--- src/logic/cefm_pkg.sv ---
// Operation
// - Flag bit 7 sets on entering input overvoltage protection or sleep.
// - Flag bit 6 sets on battery discharge overcurrent or battery overvoltage.
// - Flag bit 5 sets when switching stops for system overvoltage or short.
// - Flag bit 4 sets when boost stops for reverse current or rail faults.
// - Flag bit 3 sets on the rising edge of die thermal shutdown.
// - Flag bit 0 sets on any change of thermistor temperature zone.
// - Mask A bit 6 gates conversion-done interrupt, one-shot mode only.
// - Mask A bit 5 gates the interrupt on entering die thermal regulation.
// - Mask A bit 4 gates interrupts on entering and leaving min-system regulation.
// - Mask A bit 3 gates input, limit-pin or boost current regulation entry.
// - Mask A bit 2 gates input or boost voltage regulation entry.
// - Mask A bit 1 gates fast, trickle or pre-charge timer expiry.
// - Mask A bit 0 gates host watchdog timer expiry.
// - Mask B bit 3 gates the interrupt on charging status change.
// - Mask B bit 0 gates the interrupt on input supply status change.
// - Mask A resets to zero; bit 7 reserved reads zero.
// - Fault mask bits 7:3 and 0 writable, reset zero; bits 2:1 read zero.
// - A fault mask bit at one stops its fault event from interrupting.
package cefm_pkg;

  localparam logic [7:0] ADDR_FAULT_FLAGS = 8'h22;
  localparam logic [7:0] ADDR_MASK_A = 8'h23;
  localparam logic [7:0] ADDR_MASK_B = 8'h24;
  localparam logic [7:0] ADDR_FAULT_MASK = 8'h25;

  localparam logic [7:0] MASK_A_RESET = 8'h00;
  localparam logic [7:0] MASK_B_RESET = 8'h00;
  localparam logic [7:0] FAULT_MASK_RESET = 8'h00;
  localparam logic [7:0] FAULT_FLAGS_RESET = 8'h00;
  localparam logic [7:0] MASK_A_WRITABLE = 8'h7F;
  localparam logic [7:0] MASK_B_WRITABLE = 8'h09;
  localparam logic [7:0] FAULT_MASK_WRITABLE = 8'hF9;

  localparam int FLT_INPUT_SUPPLY = 7;
  localparam int FLT_BATTERY = 6;
  localparam int FLT_SYSTEM_RAIL = 5;
  localparam int FLT_BOOST_OUTPUT = 4;
  localparam int FLT_DIE_OVERHEAT = 3;
  localparam int FLT_THERMISTOR = 0;

  localparam int MA_CONVERSION_DONE = 6;
  localparam int MA_THERMAL_REG = 5;
  localparam int MA_MIN_SYSTEM = 4;
  localparam int MA_INPUT_CURRENT = 3;
  localparam int MA_INPUT_VOLTAGE = 2;
  localparam int MA_CHARGE_TIMER = 1;
  localparam int MA_HOST_WATCHDOG = 0;
  localparam int MB_CHARGE_STATE = 3;
  localparam int MB_INPUT_SUPPLY = 0;

  localparam logic [6:0] SLAVE_ADDR_DEFAULT = 7'h5A;
  localparam int INT_PULSE_CYCLES = 64;

  typedef struct packed {
    logic input_overvoltage;
    logic input_sleep;
    logic battery_overcurrent;
    logic battery_overvoltage;
    logic system_overvoltage;
    logic system_short;
    logic boost_reverse_current;
    logic mid_node_undervoltage;
    logic mid_node_overvoltage;
    logic input_rail_undervoltage;
    logic input_rail_overvoltage;
    logic die_shutdown;
    logic [2:0] thermistor_zone;
  } cefm_fault_events_t;

  typedef struct packed {
    logic conversion_done;
    logic die_thermal_regulation;
    logic min_system_voltage_regulation;
    logic input_current_regulation;
    logic current_limit_pin_regulation;
    logic boost_current_regulation;
    logic input_voltage_regulation;
    logic boost_voltage_regulation;
    logic fast_timer_expired;
    logic trickle_timer_expired;
    logic precharge_timer_expired;
    logic host_watchdog_expired;
    logic [2:0] charge_state;
    logic [2:0] input_supply_state;
  } cefm_charger_events_t;

  typedef enum logic [3:0] {
    ST_IDLE,
    ST_ADDR,
    ST_ADDR_ACK,
    ST_REG,
    ST_REG_ACK,
    ST_WRITE,
    ST_WRITE_ACK,
    ST_READ,
    ST_READ_ACK,
    ST_READ_NEXT
  } cefm_link_state_t;

endpackage : cefm_pkg

--- src/logic/cefm_sync.sv ---
`timescale 1ns/1ps
module cefm_sync #(
  parameter int WIDTH = 2
) (
  input wire logic clock,
  input wire logic clock_enable,
  input wire logic rst_b,
  input wire logic [WIDTH-1:0] async_in,
  output logic [WIDTH-1:0] sync_out
);
  import cefm_pkg::*;

  logic [WIDTH-1:0] meta;

  genvar i;
  generate
    for (i = 0; i < WIDTH; i++)
    begin : g_bit
      always_ff @(posedge clock)
      begin
        if (!rst_b)
        begin
          meta[i] <= 1'b0;
          sync_out[i] <= 1'b0;
        end
        else if (clock_enable)
        begin
          meta[i] <= async_in[i];
          sync_out[i] <= meta[i];
        end
      end
    end
  endgenerate

endmodule : cefm_sync

--- src/logic/cefm_event_edge.sv ---
`timescale 1ns/1ps
module cefm_event_edge #(
  parameter int WIDTH = 8
) (
  input wire logic clock,
  input wire logic clock_enable,
  input wire logic rst_b,
  input wire logic [WIDTH-1:0] level,
  output logic [WIDTH-1:0] rise,
  output logic [WIDTH-1:0] change
);
  import cefm_pkg::*;

  logic armed;
  logic [2:0] warmup;
  logic [WIDTH-1:0] last;

  // Edges stay blocked until the two-stage synchroniser ahead has refilled
  // and the levels are learnt, so a condition already present at reset
  // does not look like a fresh event.
  always_ff @(posedge clock)
  begin
    if (!rst_b)
      warmup <= 3'b000;
    else if (clock_enable)
      warmup <= {warmup[1:0], 1'b1};
  end

  assign armed = warmup[2];

  genvar i;
  generate
    for (i = 0; i < WIDTH; i++)
    begin : g_bit
      always_ff @(posedge clock)
      begin
        if (!rst_b)
          last[i] <= 1'b0;
        else if (clock_enable)
          last[i] <= level[i];
      end
      assign rise[i] = armed & clock_enable & level[i] & ~last[i];
      assign change[i] = armed & clock_enable & (level[i] ^ last[i]);
    end
  endgenerate

endmodule : cefm_event_edge

--- src/logic/cefm_flag_mask.sv ---
`timescale 1ns/1ps
module cefm_flag_mask #(
  parameter logic [6:0] SLAVE_ADDR = cefm_pkg::SLAVE_ADDR_DEFAULT,
  parameter int PULSE_CYCLES = cefm_pkg::INT_PULSE_CYCLES
) (
  input wire logic clock,
  input wire logic clock_enable,
  input wire logic rst_b,
  input wire logic reg_reset,
  input wire logic one_shot_mode,
  input wire cefm_pkg::cefm_fault_events_t fault_events,
  input wire cefm_pkg::cefm_charger_events_t charger_events,
  input wire logic scl_in,
  input wire logic sda_in,
  output logic sda_out,
  output logic sda_oe_n,
  output logic int_n
);
  import cefm_pkg::*;

  localparam int FW = $bits(cefm_fault_events_t);
  localparam int CW = $bits(cefm_charger_events_t);
  localparam int LW = 21;

  logic [1:0] pins_sync;
  logic scl_s;
  logic sda_s;
  logic scl_d;
  logic sda_d;
  logic scl_rise;
  logic scl_fall;
  logic start_seen;
  logic stop_seen;
  logic [FW+CW-1:0] events_sync;
  cefm_fault_events_t flt;
  cefm_charger_events_t chg;
  logic [LW-1:0] levels;
  logic [LW-1:0] rise;
  logic [LW-1:0] change;
  logic [7:0] fault_flags;
  logic [7:0] flag_set;
  logic [7:0] flag_clear;
  logic [7:0] mask_a;
  logic [7:0] mask_b;
  logic [7:0] fault_mask;
  logic [7:0] charger_hit;
  logic [7:0] read_data;
  logic int_trigger;
  logic [15:0] pulse_count;
  cefm_link_state_t state;
  logic [3:0] bit_count;
  logic [7:0] shift;
  logic [7:0] reg_ptr;
  logic read_dir;
  logic write_en;
  logic [7:0] write_addr;
  logic [7:0] write_data;

  cefm_sync #(
    .WIDTH(2)
  ) u_pin_sync (
    .clock(clock),
    .clock_enable(clock_enable),
    .rst_b(rst_b),
    .async_in({scl_in, sda_in}),
    .sync_out(pins_sync)
  );

  // Analog detectors are asynchronous to this clock
  cefm_sync #(
    .WIDTH(FW + CW)
  ) u_event_sync (
    .clock(clock),
    .clock_enable(clock_enable),
    .rst_b(rst_b),
    .async_in({fault_events, charger_events}),
    .sync_out(events_sync)
  );

  assign scl_s = pins_sync[1];
  assign sda_s = pins_sync[0];
  assign flt = cefm_fault_events_t'(events_sync[FW+CW-1:CW]);
  assign chg = cefm_charger_events_t'(events_sync[CW-1:0]);

  assign levels = {
    flt.input_overvoltage | flt.input_sleep,
    flt.battery_overcurrent | flt.battery_overvoltage,
    flt.system_overvoltage | flt.system_short,
    flt.boost_reverse_current | flt.mid_node_undervoltage
      | flt.mid_node_overvoltage | flt.input_rail_undervoltage
      | flt.input_rail_overvoltage,
    flt.die_shutdown,
    flt.thermistor_zone,
    chg.conversion_done,
    chg.die_thermal_regulation,
    chg.min_system_voltage_regulation,
    chg.input_current_regulation | chg.current_limit_pin_regulation
      | chg.boost_current_regulation,
    chg.input_voltage_regulation | chg.boost_voltage_regulation,
    chg.fast_timer_expired | chg.trickle_timer_expired
      | chg.precharge_timer_expired,
    chg.host_watchdog_expired,
    chg.charge_state,
    chg.input_supply_state
  };

  cefm_event_edge #(
    .WIDTH(LW)
  ) u_edge (
    .clock(clock),
    .clock_enable(clock_enable),
    .rst_b(rst_b),
    .level(levels),
    .rise(rise),
    .change(change)
  );

  always_comb
  begin
    flag_set = 8'h00;
    flag_set[FLT_INPUT_SUPPLY] = rise[20];
    flag_set[FLT_BATTERY] = rise[19];
    flag_set[FLT_SYSTEM_RAIL] = rise[18];
    flag_set[FLT_BOOST_OUTPUT] = rise[17];
    flag_set[FLT_DIE_OVERHEAT] = rise[16];
    flag_set[FLT_THERMISTOR] = |change[15:13];
  end

  always_comb
  begin
    charger_hit = 8'h00;
    charger_hit[MA_CONVERSION_DONE] = rise[12] & one_shot_mode
      & ~mask_a[MA_CONVERSION_DONE];
    charger_hit[MA_THERMAL_REG] = rise[11] & ~mask_a[MA_THERMAL_REG];
    charger_hit[MA_MIN_SYSTEM] = change[10] & ~mask_a[MA_MIN_SYSTEM];
    charger_hit[MA_INPUT_CURRENT] = rise[9]
      & ~mask_a[MA_INPUT_CURRENT];
    charger_hit[MA_INPUT_VOLTAGE] = rise[8]
      & ~mask_a[MA_INPUT_VOLTAGE];
    charger_hit[MA_CHARGE_TIMER] = rise[7] & ~mask_a[MA_CHARGE_TIMER];
    charger_hit[MA_HOST_WATCHDOG] = rise[6]
      & ~mask_a[MA_HOST_WATCHDOG];
    charger_hit[7] = (|change[5:3]) & ~mask_b[MB_CHARGE_STATE];
  end

  assign int_trigger = (|(flag_set & ~fault_mask))
    | (|charger_hit)
    | ((|change[2:0]) & ~mask_b[MB_INPUT_SUPPLY]);

  // Set wins over the read clear; only bits the host actually saw clear
  always_ff @(posedge clock)
  begin
    if (!rst_b)
      fault_flags <= FAULT_FLAGS_RESET;
    else if (clock_enable)
      fault_flags <= (fault_flags & ~flag_clear) | flag_set;
  end

  always_ff @(posedge clock)
  begin
    if (!rst_b || reg_reset)
    begin
      mask_a <= MASK_A_RESET;
      mask_b <= MASK_B_RESET;
      fault_mask <= FAULT_MASK_RESET;
    end
    else if (clock_enable && write_en)
    begin
      case (write_addr)
        ADDR_MASK_A:
          mask_a <= write_data & MASK_A_WRITABLE;
        ADDR_MASK_B:
          mask_b <= write_data & MASK_B_WRITABLE;
        ADDR_FAULT_MASK:
          fault_mask <= write_data & FAULT_MASK_WRITABLE;
        default:
          ;
      endcase
    end
  end

  always_comb
  begin
    case (reg_ptr)
      ADDR_FAULT_FLAGS:
        read_data = fault_flags;
      ADDR_MASK_A:
        read_data = mask_a;
      ADDR_MASK_B:
        read_data = mask_b;
      ADDR_FAULT_MASK:
        read_data = fault_mask;
      default:
        read_data = 8'h00;
    endcase
  end

  // Retrigger restarts the pulse, so a burst reads as one long pulse
  always_ff @(posedge clock)
  begin
    if (!rst_b)
    begin
      pulse_count <= 16'h0000;
      int_n <= 1'b1;
    end
    else if (clock_enable)
    begin
      if (int_trigger)
      begin
        pulse_count <= 16'(PULSE_CYCLES - 1);
        int_n <= 1'b0;
      end
      else if (pulse_count != 16'h0000)
        pulse_count <= pulse_count - 16'h0001;
      else
        int_n <= 1'b1;
    end
  end

  always_ff @(posedge clock)
  begin
    if (!rst_b)
    begin
      scl_d <= 1'b0;
      sda_d <= 1'b0;
      sda_out <= 1'b0;
    end
    else if (clock_enable)
    begin
      scl_d <= scl_s;
      sda_d <= sda_s;
      sda_out <= 1'b0;
    end
  end

  assign scl_rise = scl_s & ~scl_d;
  assign scl_fall = ~scl_s & scl_d;
  assign start_seen = scl_s & scl_d & sda_d & ~sda_s;
  assign stop_seen = scl_s & scl_d & ~sda_d & sda_s;

  always_ff @(posedge clock)
  begin
    if (!rst_b)
    begin
      state <= ST_IDLE;
      bit_count <= 4'h0;
      shift <= 8'h00;
      reg_ptr <= 8'h00;
      read_dir <= 1'b0;
      sda_oe_n <= 1'b1;
      write_en <= 1'b0;
      write_addr <= 8'h00;
      write_data <= 8'h00;
      flag_clear <= 8'h00;
    end
    else if (clock_enable)
    begin
      write_en <= 1'b0;
      flag_clear <= 8'h00;
      if (start_seen)
      begin
        state <= ST_ADDR;
        bit_count <= 4'h0;
        sda_oe_n <= 1'b1;
      end
      else if (stop_seen)
      begin
        state <= ST_IDLE;
        sda_oe_n <= 1'b1;
      end
      else
      begin
        case (state)
          ST_ADDR, ST_REG, ST_WRITE:
          begin
            if (scl_rise)
            begin
              shift <= {shift[6:0], sda_s};
              bit_count <= bit_count + 4'h1;
            end
            else if (scl_fall && bit_count == 4'h8)
            begin
              bit_count <= 4'h0;
              sda_oe_n <= 1'b0;
              if (state == ST_ADDR)
              begin
                read_dir <= shift[0];
                if (shift[7:1] == SLAVE_ADDR)
                  state <= ST_ADDR_ACK;
                else
                begin
                  state <= ST_IDLE;
                  sda_oe_n <= 1'b1;
                end
              end
              else if (state == ST_REG)
              begin
                reg_ptr <= shift;
                state <= ST_REG_ACK;
              end
              else
              begin
                write_en <= 1'b1;
                write_addr <= reg_ptr;
                write_data <= shift;
                state <= ST_WRITE_ACK;
              end
            end
          end
          ST_ADDR_ACK, ST_READ_NEXT:
          begin
            if (scl_fall && (read_dir || state == ST_READ_NEXT))
            begin
              shift <= read_data;
              sda_oe_n <= read_data[7];
              bit_count <= 4'h1;
              reg_ptr <= reg_ptr + 8'h01;
              if (reg_ptr == ADDR_FAULT_FLAGS)
                flag_clear <= read_data;
              state <= ST_READ;
            end
            else if (scl_fall)
            begin
              sda_oe_n <= 1'b1;
              state <= ST_REG;
            end
          end
          ST_REG_ACK, ST_WRITE_ACK:
          begin
            if (scl_fall)
            begin
              sda_oe_n <= 1'b1;
              state <= ST_WRITE;
              if (state == ST_WRITE_ACK)
                reg_ptr <= reg_ptr + 8'h01;
            end
          end
          ST_READ:
          begin
            if (scl_fall && bit_count == 4'h8)
            begin
              sda_oe_n <= 1'b1;
              bit_count <= 4'h0;
              state <= ST_READ_ACK;
            end
            else if (scl_fall)
            begin
              shift <= {shift[6:0], 1'b0};
              sda_oe_n <= shift[6];
              bit_count <= bit_count + 4'h1;
            end
          end
          ST_READ_ACK:
          begin
            if (scl_rise)
              state <= sda_s ? ST_IDLE : ST_READ_NEXT;
          end
          default:
            state <= ST_IDLE;
        endcase
      end
    end
  end

endmodule : cefm_flag_mask

--- config.mk ---
export PLATFORM = sky130hd
export DESIGN_NAME = cefm_flag_mask
export DESIGN_NICKNAME = d
export VERILOG_FILES = /design/src/logic/cefm_pkg.sv /design/src/logic/cefm_sync.sv /design/src/logic/cefm_event_edge.sv /design/src/logic/cefm_flag_mask.sv
export SDC_FILE = /design/constraint.sdc
export NUM_CORES = 1
export LEC_CHECK = 0
export ABC_CLOCK_PERIOD_IN_PS = 3660
export BUFFER_PORTS_ARGS = -buffer_cell sky130_fd_sc_hd__buf_2
export CAP_MARGIN = 0
export CORE_AREA = 5 5 190 192
export DETAILED_ROUTE_END_ITERATION = 8
export DIE_AREA = 0 0 195 197
export GPL_TIMING_DRIVEN = 0
export PLACE_DENSITY = 0.44
export SLEW_MARGIN = 25
export SYNTH_ARGS = -nofsm -noshare
export SYNTH_HDL_FRONTEND = slang
export SYNTH_SLANG_ARGS = --single-unit
--- constraint.sdc ---
create_clock -name clock -period 3.66 [get_ports clock]
set_input_delay 0.732 -clock clock [delete_from_list [all_inputs] [get_ports clock]]
set_output_delay 0.732 -clock clock [all_outputs]
set_load 0.02 [all_outputs]
### Yosys cells after proc, flatten, opt, wreduce, memory -nomap -nowiden

Index checks and enable logic that the tools add are counted.

* flip-flop bits (word level): 187
* bits of input ports: 40
* output and inout bits: 3
* logic and storage cells: 356

* add/sub/neg operators: 3
* eq/ne operators: 40
* mux-type cells: 63
* bitwise gates (word level): 108
* reductions and logical operators: 32

Operators by type and width (count)
* 2-to-1 mux 8 bit: 16
* 2-to-1 mux 4 bit: 18
* == test 8 x 6 -> 1 bit, second input constant: 7
* AND 1 bit: 50
* one-hot mux 8 bit (3 select lines): 2
* 2-to-1 mux 16 bit: 2
* one-hot mux 8 bit (4 select lines): 1
* NOT 1 bit: 29
* inequality test 4 bit, second input constant: 7
* inequality test 2 bit, second input constant: 12
* one-hot mux 4 bit (5 select lines): 1
* 2-to-1 mux 1 bit: 19
* AND 8 bit: 2
* == test 4 x 3 -> 1 bit, second input constant: 4
* NOT 8 bit: 2
* AND reduction 8 bit: 2
* nonzero test 16 bit: 1
* OR reduction 8 bit: 2
* subtractor 16 x 1 -> 16 bit, second input constant: 1
* OR 1 bit: 14
* AND reduction 7 bit: 2
* == test 4 bit, second input constant: 3
* one-hot mux 4 bit (3 select lines): 1
* OR reduction 3 bit: 4
* 23 further kinds: 44

### Longest topological paths before layout

Gate-level depths: netlist of the first run.

* depth after elaboration: 12
* gate-level depth with buffers: 9

### Modules after synthesis

A second synthesis of the first run with hierarchy kept.

* cells, all modules: 961
* area total of the unflattened synthesis: 9062.4 um^2

By module, submodules not included
* cefm_flag_mask: times used 1, cells each 591, area each 4890.9 um^2, sequential area each 1861.8 um^2
* cefm_sync at u_event_sync: times used 1, cells each 213, area each 2544.9 um^2, sequential area each 1321.3 um^2
* cefm_event_edge: times used 1, cells each 144, area each 1470.2 um^2, sequential area each 480.5 um^2
* cefm_sync at u_pin_sync: times used 1, cells each 13, area each 156.4 um^2, sequential area each 80.1 um^2

### Worst setup path after synthesis of the first run

No wires, ideal clock.

* path kind: in2reg
* start point: input port one_shot_mode
* end point: register pulse_count[10]
* setup time: 0.142 ns
* arrival time: 1.976 ns
* path slack: 1.542 ns
* stages: 5
* cell sequence: or4bb_1 > o311ai_0 > nor4_1 > a32oi_1 > nor2_1

* word-level cells in the longest chain between the ends: 7
* elaborated cells between the ends (all ways): 8
* classes of those cells: mux: 1; bitwise: 4; reduce/logical: 3

RTL lines
* start, declared: line cefm_flag_mask.sv:10 `input wire logic one_shot_mode,`
* AND 1 bit *: line cefm_flag_mask.sv:132 `charger_hit[MA_CONVERSION_DONE] = rise[12] & one_shot_mode`
* AND 1 bit *: line cefm_flag_mask.sv:133 `& ~mask_a[MA_CONVERSION_DONE];`
* OR reduction 8 bit *: line cefm_flag_mask.sv:147 `| (|charger_hit)`
* OR 1 bit *: line cefm_flag_mask.sv:147
* OR 1 bit *: line cefm_flag_mask.sv:148 `| ((|change[2:0]) & ~mask_b[MB_INPUT_SUPPLY]);`
* nonzero test 2 bit (no line)
* AND reduction 2 bit (no line)
* end signal, assigned: line cefm_flag_mask.sv:210 `pulse_count <= 16'(PULSE_CYCLES - 1);`
* end signal, assigned: line cefm_flag_mask.sv:214 `pulse_count <= pulse_count - 16'h0001;`
* end, declared: line cefm_flag_mask.sv:49 `logic [15:0] pulse_count;`

Mark *: on every way between the ends. The rest lies on a longest branch, timed or not.
A chain may end at the register's enable or synchronous reset.

==> reports/metrics.cfg, run 1 <==
[timing]
slew_headroom = 0.443
finalMaxSlewViolations = 0
worst_slack_ns = 1.12
fin_crit_ns = 2.54
post-route-period-util = 0.694
worst_slew_pin_slew_ns = 0.835
hold_violations = 0
fmax_mhz = 394
setup_viol = 0
fin_skew_ns = 0.0125
fin_tns_setup_ns = 0
rsz0062_at_grt = no

[die]
core-area_um2 = 34200
io_pins = 43
initial_utilization = 0.246
dieArea_um2 = 38400
fp.dieW_um = 195
die_h_um = 197
rows = 68

[critical_path]
r2r_end = write_addr[2]
cp-end-kind = flop
cp_num_buf_inv = 4
worstPathCellList = buf_2 -> clkbuf_1 -> clkbuf_1 -> buf_1 -> mux2i_1 -> nor2_1
cpLargestDelayFamily = buffers and inverters
rrSetupSlack_ns = 1.18
path_max_fanout = 10
reg2reg_depth = 7
cp_common_cell = clkbuf_1
path_class = in2reg
r2r-start = u_pin_sync.sync_out[1]
max_stage_delay_ns = 0.67
cp.required_ns = 3.98
crit_path_top_delay_cell = buf_1
worst-endpoint-arrival_ns = 2.86
critPathLaunchType = input port

[drt]
met2_length_um = 11400
drc = 0
wl_met1_um = 11800
top_layer_used = met4
dr.pass1.iters = 4
wl_um = 24400
drt-vias-per-instance = 4.68
drtIter0Drc = 312
num_vias = 6803
wl_per_cell_um = 16.8
wl_met3_um = 910
drtAntennaViolNets = 0

[cells_and_area]
fin_cells = 1455
n_fill_cell = 3735
fin_area_um2 = 9790
nets = 1034
syn2layout_area_growth_pct = 16.5
num_antenna_cells = 0
drive_above_1_share = 0.122

[cts]
cts-root-buf = clkbuf_16
cts_setup_buffers = 0
clkTransAtPathRegs_ns = 0.07
cts.path.max_buffers = 2
cts_resized = 0
numCtsBuffers = 17
clock_latency_ns = 0.44
hold_buffers = 0
cts_tree = built
h-tree-depth = 4
clkSinkCount = 187

[logic_synthesis]
synth_area_per_cell_um2 = 9.07
synth_area_leaders = dfxtp_1 45%, mux2i_1 13%, nor2_1 7.0%, a21oi_1 3.4%, nand2_1 2.9%
synthArstFlopShare = 0
synth_top_area_cell = dfxtp_1
ys_types = 77
ys_ff_latch = 187
synth.top_cell.area_share = 0.445
syn_nets = 974
yosysSeqAreaShare = 0.445
yosys_warnings = 0
synthCells = 927
netlist_area_um2 = 8410
synth_edf_count = 0
synth-main-ff-cell = dfxtp_1

[global_route]
grt_pass1_wl_um = 38100
gr-total-overflow = 0
antenna_found_initial = 0
first_global_vias = 6563
grt_usage = 0.126
grt_max_degree = 20

[power_and_ir_drop]
power.internal_mw = 3.35
power.share.sequential = 0.468
p_leak_nw = 3.57
powerDensity_nw_per_um2 = 482
p_comb_frac = 0.130
ir_worst_vdd_uv = 369
power.share.switching = 0.290
power_frac_clock = 0.402
p_switching_mw = 1.37
total_power_mw = 4.72

[min_path]
hold_end = fault_flags[1]
hold_path_class = reg2reg
hp-start = flag_clear[1]
hold_depth = 1

[run]
maxCapViolCount = 0

[placed_design]
port_buffers = 40
place_area_um2 = 9190
gp_congestion = 0.813
place_ws_ns = 0.600
dp.cells = 1423
dp_hpwl_um = 17900

[status]
status = finished clean

==> cells in the mapped netlist, types with 14 or more instances <==
cell type / instances
mux2i_1: 108
clkbuf_1: 33
dfxtp_1: 187
nand2_1: 66
a211oi_1: 18
nor2_1: 157
a21oi_1: 57
a22oi_1: 22
nor3_1: 19
buf_2: 14
==> placed cells by master, fill, tap and decap left out, types with 4 or more instances in the layout <==
cell type  netlist  routed
o21ai_0         12      12
buf_2           14      55
o21a_1           5       5
a21oi_1         57      57
a211oi_1        18      18
or3_1            5       5
nand3b_1         4       4
a211oi_2         4       4
inv_8            0       4
clkbuf_16        0      17
and4b_1          4       4
clkbuf_1        33      33
a22oi_1         22      22
nor2b_1          8       8
nor3_1          19      18
mux2i_1        108     108
xnor2_1         13      13
nor2_1         157     157
nor4_1          13      13
o31ai_1          9       9
or3b_2           4       4
a31oi_1          8       8
dfxtp_1        187     187
nand2b_1        13      13
nand2_1         66      66
or2_2            4       4
ha_1             7       7
buf_1           13      13
mux2_2           4       4
inv_1            9       9
o2111ai_1        6       6
o211ai_1         4       4
nand3_1         12      12
xor2_1           6       6
==> through the flow <==
stage	util	hold WS, ns
detailed placement	0.269	0.423
CTS	0.286	0.435
floorplan	-	0.408
global placement	0.268	0.417
global route	0.286	0.471
finish	0.286	0.432
==> flip-flops by register name, indices dropped and copies added (netlist names), 6 cells and up <==
name                   cells
shift                      8
flag_clear                 8
reg_ptr                    8
u_edge.last               21
pulse_count               16
write_data                 8
u_event_sync.meta         33
u_event_sync.sync_out     33
fault_mask                 6
mask_a                     7
write_addr                 8
fault_flags                8
==> worst register-to-register path, stage by stage, from the launching register on <==
cell,delay (ns)
dfxtp_1,0.35
buf_2,0.21
and2b_1,0.36
nand2_1,0.21
nor4_2,0.70
buf_2,0.33
nand2_1,0.09
a21oi_1,0.16
==> power groups by stage <==
stage	sequential (mW)	clock [mW]	combinational, mW
3_3_place_gp	2.25	0	0.619
5_1_grt	2.22	2.04	0.697
3_5_place_dp	2.26	0	0.618
4_1_cts	2.21	1.97	0.622
6_report	2.21	1.90	0.616
2_1_floorplan	2.24	0	0.469
==> area by class of cell <==
class	count	area (um2)	share of cell area
clock inverters	15	179	0.0183
flip-flops and latches	187	3740	0.382
inverters	10	37.5	0.00383
well taps	455	569	0.0581
clock buffers	17	425	0.0435
plain buffers	64	284	0.0290
multi-input cells	666	4350	0.444
repair buffers	41	205	0.0210
==> cells by family after synthesis <==
family                   share of synthesized area
flip-flops                                   0.445
buffers and inverters                       0.0382
multiplexers                                 0.134
AO/OA/AOI/OAI                                0.151
other                                     0.000446
XOR/XNOR                                    0.0198
AND/OR/NAND/NOR                              0.200
adder cells (fa/ha/maj)                     0.0104
==> how the worst max path moves through the flow <==
stage / depth (start not counted) / startpoint / end
after floorplan: 5 / one_shot_mode / pulse_count[10]
after global placement: 5 / clock_enable / sda_oe_n
after detailed placement: 6 / clock_enable / sda_d
after CTS: 6 / clock_enable / u_event_sync.sync_out[25]
after global routing: 6 / clock_enable / u_event_sync.meta[8]
final: 6 / clock_enable / u_event_sync.sync_out[5]
==> metal layers <==
metal	track usage	vias to the layer above
met5	0	-
met3	0.0221	18
met2	0.209	136
met1	0.170	3200
li1	-	3449
met4	0.0326	0
Note: power is estimated with default switching activity, not from simulation.
==> run 2, diff against run 1 <==
--- a/config.mk
+++ b/config.mk
@@ -5,14 +5,14 @@
 export SDC_FILE = /design/constraint.sdc
 export NUM_CORES = 1
 export LEC_CHECK = 0
-export ABC_CLOCK_PERIOD_IN_PS = 3660
+export ABC_CLOCK_PERIOD_IN_PS = 2280
 export BUFFER_PORTS_ARGS = -buffer_cell sky130_fd_sc_hd__buf_2
 export CAP_MARGIN = 0
 export CORE_AREA = 5 5 190 192
 export DETAILED_ROUTE_END_ITERATION = 8
 export DIE_AREA = 0 0 195 197
 export GPL_TIMING_DRIVEN = 0
-export PLACE_DENSITY = 0.44
+export PLACE_DENSITY = 0.45
 export SLEW_MARGIN = 25
 export SYNTH_ARGS = -nofsm -noshare
 export SYNTH_HDL_FRONTEND = slang
==> constraint.sdc (replaced) <==
create_clock -name clock -period 2.28 [get_ports clock]
set_input_delay 0.456 -clock clock [delete_from_list [all_inputs] [get_ports clock]]
set_output_delay 0.456 -clock clock [all_outputs]
set_load 0.02 [all_outputs]
==> run 2 against run 1 <==
Net effect:
- wire length shrank 0.45%
- register-to-register slack worse by 1.1 ns
- sequential power is 61% higher
- global-route usage grew 0.058 points
- cell count is 0.14% lower
- clock skew grew 0.00082 ns
- critical path depth unchanged
- critical path type is now reg2reg
- die area unchanged
==> reports/metrics.cfg, run 2 (synthesis results as in run 1) <==
[cts]
cts_tree = built  ; unchanged
clock_latency_ns = 0.44  ; about the same
h-tree-depth = 4  ; unchanged
clkTransAtPathRegs_ns = 0.07  ; about the same
cts.path.max_buffers = 2  ; unchanged
cts-root-buf = clkbuf_16  ; unchanged
clkSinkCount = 187  ; unchanged
hold_buffers = 0  ; unchanged
numCtsBuffers = 17  ; unchanged

[placed_design]
dp.cells = 1423  ; unchanged
place_ws_ns = -0.490  ; was 0.600 ns
dp_hpwl_um = 17700  ; was 17900 um
port_buffers = 40  ; unchanged
gp_congestion = 0.834  ; was 0.813

[power_and_ir_drop]
p_switching_mw = 2.16  ; was 1.37 mW
p_leak_nw = 3.67  ; was 3.57 nW
ir_worst_vdd_uv = 498  ; was 369 uV
power_frac_clock = 0.394  ; was 0.402
total_power_mw = 7.60  ; was 4.72 mW
powerDensity_nw_per_um2 = 768  ; was 482 nW/um2
power.share.switching = 0.285  ; was 0.290
p_comb_frac = 0.137  ; was 0.130
power.share.sequential = 0.468  ; about the same
power.internal_mw = 5.44  ; was 3.35 mW

[drt]
num_vias = 6794  ; was 6803
drtIter0Drc = 361  ; was 312
dr.pass1.iters = 5  ; was 4
drt-vias-per-instance = 4.68  ; about the same
wl_per_cell_um = 16.7  ; was 16.8 um
drtAntennaViolNets = 0  ; unchanged
drc = 0  ; unchanged
wl_um = 24300  ; was 24400 um

[critical_path]
cp.required_ns = 2.57  ; was 3.98 ns
max_stage_delay_ns = 0.69  ; was 0.67 ns
cp-end-kind = flop  ; unchanged
cp_num_buf_inv = 1  ; was 4
cpLargestDelayFamily = compound AO/OA/AOI/OAI gates  ; was buffers and inverters
critPathLaunchType = flop  ; was input port
worstPathCellList = inv_1 -> ha_1 -> o32ai_1 -> nor3_4 -> a22oi_1 -> a211oi_2  ; was buf_2 -> clkbuf_1 -> clkbuf_1 -> buf_1 -> mux2i_1 -> nor2_1
r2r-start = reg_ptr[0]  ; was u_pin_sync.sync_out[1]
path_max_fanout = 10  ; unchanged
crit_path_top_delay_cell = o32ai_1  ; was buf_1
path_class = reg2reg  ; was in2reg
r2r_end = shift[1]  ; was write_addr[2]
reg2reg_depth = 6  ; was 7
rrSetupSlack_ns = 0.07  ; was 1.18 ns
worst-endpoint-arrival_ns = 2.51  ; was 2.86 ns

[timing]
finalMaxSlewViolations = 0  ; unchanged
post-route-period-util = 0.970
worst_slew_pin_slew_ns = 0.792  ; was 0.835 ns
fin_crit_ns = 2.21
slew_headroom = 0.472  ; was 0.443
worst_slack_ns = 0.0683  ; was 1.12 ns
hold_violations = 0  ; unchanged
fin_skew_ns = 0.0133  ; was 0.0125 ns
setup_viol = 0  ; unchanged
fmax_mhz = 452
fin_tns_setup_ns = 0  ; unchanged
rsz0062_at_grt = yes  ; was no

[cells_and_area]
fin_cells = 1453  ; was 1455
layout_common_cells = 187 x dfxtp_1, 157 x nor2_1, 108 x mux2i_1  ; unchanged
drive_above_1_share = 0.151  ; was 0.122
num_antenna_cells = 0  ; unchanged
syn2layout_area_growth_pct = 17.8  ; was 16.5%
nets = 1032  ; was 1034
n_fill_cell = 3695  ; was 3735
layout_commonest_cell = dfxtp_1  ; unchanged
largest_registers = u_event_sync.meta x33, u_event_sync.sync_out x33, u_edge.last x21  ; unchanged

[min_path]
hold_depth = 3  ; was 1
hp-start = fault_events[7]  ; was flag_clear[1]
hold_path_class = in2reg  ; was reg2reg
hold_end = u_event_sync.meta[25]  ; was fault_flags[1]

[global_route]
grt.busiest_layer = met2  ; unchanged
met3_usage = 0.0243  ; was 0.0221
grt_max_degree = 18  ; was 20
grt_usage = 0.126  ; about the same
first_global_vias = 6690  ; was 6563
grt_pass1_wl_um = 38700  ; was 38100 um
gr-total-overflow = 0  ; unchanged
antenna_found_initial = 0  ; unchanged
use_met2 = 0.205  ; was 0.209
use_met1 = 0.172  ; was 0.170

[die]
die_h_um = 197  ; unchanged
io_pins = 43  ; unchanged
dieArea_um2 = 38400  ; unchanged
initial_utilization = 0.246  ; unchanged
fp.dieW_um = 195  ; unchanged
rows = 68  ; unchanged
core-area_um2 = 34200  ; unchanged

[run]
maxCapViolCount = 0  ; unchanged

[status]
status = finished clean  ; unchanged

[run 2: cell count changes in the layout (fill, tap and decap cells not counted), moves of 3 or more]
cell	before	now
clkbuf_2	0	9
clkinv_8	3	0
clkinv_2	1	4
clkbuf_1	33	26
buf_4	1	5
nor4_4	1	4
buf_1	13	4
[run 2: worst reg2reg max path: cells and delay by family, from the launching register on]
kind	cells	cell delay [ns]
AOI/OAI and AO/OA	3	1.00
DFF	1	0.44
adders and majority gates	1	0.39
and+or+nand+nor	1	0.13
buffers and inverters	1	0.10
[run 2: routing by layer]
layer	vias up	wire length, um
li1	3434	-
met1	3220	11800
met2	118	11300
met3	22	816
met4	0	369
met5	-	0
[run 2: worst max-delay path by stage]
stage                       from               endpoint  slack, ns  cells past startpoint
global route            state[1]             reg_ptr[6]      -0.03                      9
floorplan               state[3]               shift[2]       0.22                      8
CTS                 clock_enable  u_event_sync.meta[10]     -0.002                      6
detailed placement  clock_enable               sda_oe_n      -0.49                      5
global placement    clock_enable               sda_oe_n      -0.49                      5
finish                reg_ptr[0]               shift[1]       0.07                      6
[run 2: final cells by class]
cell class / count / area [um2] / share of cell area
Multi-Input combinational cell: 666 / 4450 / 0.449
Sequential cell: 187 / 3740 / 0.378
Tap cell: 455 / 569 / 0.0575
Clock buffer: 19 / 453 / 0.0457
Buffer: 59 / 293 / 0.0296
Timing Repair Buffer: 44 / 228 / 0.0230
Clock inverter: 13 / 130 / 0.0131
Inverter: 10 / 37.5 / 0.00379
[run 2: what timing repair did]
item                       in CTS  in global routing
resized for setup               9                 33
buffers inserted                0                  3
pin swaps                       1                  3
setup endpoints to repair      27                110
[run 2: stage by stage]
stage          instance area [um2]  utilization  hold slack, ns
2_1_floorplan                 8410            -           0.408
3_3_place_gp                  9180        0.268           0.413
3_5_place_dp                  9190        0.269           0.427
4_1_cts                       9790        0.286           0.223
5_1_grt                       9900        0.290           0.224
6_report                      9900        0.290           0.245
[run 2: power by group through the flow]
stage               sequential [mW]  combinational, mW  clock (mW)
floorplan                      3.59              0.752           0
global placement               3.62              0.991           0
detailed placement             3.62              0.998           0
CTS                            3.55               1.02        3.11
global route                   3.59               1.17        3.25
finish                         3.56               1.04        3.00
==> run 3, diff against run 2 <==
--- a/config.mk
+++ b/config.mk
@@ -8,9 +8,9 @@
 export ABC_CLOCK_PERIOD_IN_PS = 2280
 export BUFFER_PORTS_ARGS = -buffer_cell sky130_fd_sc_hd__buf_2
 export CAP_MARGIN = 0
-export CORE_AREA = 5 5 190 192
+export CORE_AREA = 5 5 212 173
 export DETAILED_ROUTE_END_ITERATION = 8
-export DIE_AREA = 0 0 195 197
+export DIE_AREA = 0 0 217 178
 export GPL_TIMING_DRIVEN = 0
 export PLACE_DENSITY = 0.45
 export SLEW_MARGIN = 25
==> run 3 against run 2 <==
Net effect:
- sequential share of layout area is 0.21 points lower
- core utilization is 0.11 points higher
- cell area is 0.57% higher
- total power is 2.5% higher
- cell count is 0.89% lower
- wire length is 4.5% higher
- combinational power hardly changed
- critical path depth stayed put
- fmax hardly changed
- clock-buffer cell count is 1 higher
- critical path type unchanged
- largest power group unchanged
==> reports/metrics.cfg, run 3 (synthesis results as in run 1) <==
[placed_design]
dp.cells = 1409  ; was 1423
port_buffers = 40  ; unchanged
dp_hpwl_um = 18500  ; was 17700 um
gp_congestion = 0.841  ; was 0.834

[cts]
numCtsBuffers = 17  ; unchanged
cts_tree = built  ; unchanged
hold_buffers = 0  ; unchanged
h-tree-depth = 4  ; unchanged
clkSinkCount = 187  ; unchanged
cts.path.max_buffers = 2  ; unchanged
clock_latency_ns = 0.44  ; about the same
cts-root-buf = clkbuf_16  ; unchanged
clkTransAtPathRegs_ns = 0.07  ; about the same

[global_route]
gr-total-overflow = 0  ; unchanged
first_global_vias = 6626  ; was 6690
grt_pass1_wl_um = 39500  ; was 38700 um
antenna_found_initial = 0  ; unchanged
grt_max_degree = 17  ; was 18
grt_usage = 0.132  ; was 0.126

[status]
status = finished clean  ; unchanged

[die]
dieArea_um2 = 38600  ; was 38400 um2
die_h_um = 178  ; was 197 um
rows = 61  ; was 68
initial_utilization = 0.245  ; was 0.246
io_pins = 43  ; unchanged
fp.dieW_um = 217  ; was 195 um
core-area_um2 = 34300  ; was 34200 um2

[timing]
fmax_mhz = 453  ; was 452 MHz
fin_crit_ns = 2.21  ; about the same
slew_headroom = 0.403  ; was 0.472
fin_skew_ns = 0.0101  ; was 0.0133 ns
setup_viol = 0  ; unchanged
hold_violations = 0  ; unchanged
finalMaxSlewViolations = 0  ; unchanged
fin_tns_setup_ns = 0  ; unchanged
post-route-period-util = 0.969  ; was 0.970
worst_slew_pin_slew_ns = 0.896  ; was 0.792 ns

[power_and_ir_drop]
total_power_mw = 7.79  ; was 7.60 mW
ir_worst_vdd_uv = 561  ; was 498 uV
p_leak_nw = 3.68  ; was 3.67 nW
powerDensity_nw_per_um2 = 782  ; was 768 nW/um2

[cells_and_area]
drive_above_1_share = 0.155  ; was 0.151
largest_registers = u_event_sync.meta x33, u_event_sync.sync_out x33, u_edge.last x21  ; unchanged
fin_cells = 1440  ; was 1453
nets = 1033  ; was 1032
num_antenna_cells = 0  ; unchanged
layout_commonest_cell = dfxtp_1  ; unchanged
syn2layout_area_growth_pct = 18.5  ; was 17.8%
layout_common_cells = 187 x dfxtp_1, 157 x nor2_1, 108 x mux2i_1  ; unchanged

[critical_path]
path_class = reg2reg  ; unchanged
cp-end-kind = flop  ; unchanged
worst-endpoint-arrival_ns = 2.54  ; was 2.51 ns
cp.required_ns = 2.61  ; was 2.57 ns
r2r-start = u_pin_sync.sync_out[1]  ; was reg_ptr[0]
path_max_fanout = 10  ; unchanged
critPathLaunchType = flop  ; unchanged
reg2reg_depth = 6  ; unchanged
r2r_end = bit_count[2]  ; was shift[1]
rrSetupSlack_ns = 0.07  ; about the same

[drt]
drc = 0  ; unchanged
wl_per_cell_um = 17.6  ; was 16.7 um
drtAntennaViolNets = 0  ; unchanged
drt-vias-per-instance = 4.84  ; was 4.68
num_vias = 6973  ; was 6794
drtIter0Drc = 447  ; was 361
wl_um = 25400  ; was 24300 um
dr.pass1.iters = 5  ; unchanged

[run]
maxCapViolCount = 0  ; unchanged

[min_path]
hold_depth = 3  ; unchanged
hold_path_class = in2reg  ; unchanged
hold_end = u_event_sync.meta[26]  ; was u_event_sync.meta[25]
hp-start = fault_events[8]  ; was fault_events[7]

==> run 3: cell types whose count changed in the layout (fill, tap and decap cells not counted), sizes merged <==
cell	change
clkbuf	+3
clkinvlp	+3
clkinv	-2
clkdlybuf4s15	-1
inv	-4
bufinv	+2
==> run 3: area by class of cell <==
| type | instances | area (um2) |
|---|---|---|
| Sequential cell | 187 | 3740 |
| Buffer | 60 | 290 |
| Clock inverter | 12 | 161 |
| Clock buffer | 20 | 467 |
| Timing Repair Buffer | 44 | 228 |
| Tap cell | 441 | 552 |
| Fill cell | 3649 | 24300 |
| Multi-Input combinational cell | 666 | 4480 |
| Inverter | 10 | 37.5 |
==> run 3: through the flow <==
stage / hold WS (ns) / instance area, um2 / utilization / setup slack (ns)
6_report: 0.250 / 9960 / 0.291 / 0.0704
3_3_place_gp: 0.420 / 9160 / 0.267 / -0.528
4_1_cts: 0.229 / 9840 / 0.287 / -0.0106
2_1_floorplan: 0.408 / 8410 / - / 0.220
3_5_place_dp: 0.425 / 9170 / 0.268 / -0.431
5_1_grt: 0.240 / 9960 / 0.291 / -0.00403
==> run 3: routing by layer <==
| layer | routed length (um) | global-route usage | vias to the layer above | part of all wire |
|---|---|---|---|---|
| li1 | - | - | 3445 | - |
| met1 | 13800 | 0.212 | 3353 | 0.55 |
| met2 | 9900 | 0.171 | 153 | 0.39 |
| met3 | 1320 | 0.0326 | 22 | 0.052 |
| met4 | 300 | 0.0350 | 0 | 0.012 |
| met5 | 0 | 0 | - | 0 |
==> run 3: critical path: stages, from the launching register on <==
cell      delay (ns)
dfxtp_1         0.36
buf_2           0.23
nand2b_2        0.27
a211o_1         0.26
a221o_1         0.43
o21a_1          0.26
a221o_1         0.30
==> run 3: report_power, final <==
| part | leakage (nW) | total [mW] | internal [mW] | switching, mW |
|---|---|---|---|---|
| sequential | 1.52 | 3.56 | 3.42 | 0.134 |
| combinational | 1.86 | 1.05 | 0.407 | 0.643 |
| clock | 0.300 | 3.18 | 1.83 | 1.36 |
==> run 3: worst max-delay path by stage <==
stage / from / cells after the start / endpoint
detailed placement: clock_enable / 6 / u_event_sync.sync_out[7]
global route: state[2] / 7 / state[1]
global placement: clock_enable / 6 / pulse_count[8]
CTS: pulse_count[2] / 5 / pulse_count[9]
floorplan: state[3] / 8 / shift[2]
finish: u_pin_sync.sync_out[1] / 6 / bit_count[2]
==> run 3: repair_timing <==
action,in CTS,in global routing
hold endpoints to repair,0,0
buffers inserted,3,0
setup endpoints to repair,33,111
pin swaps,2,0
gates resized for setup,7,41
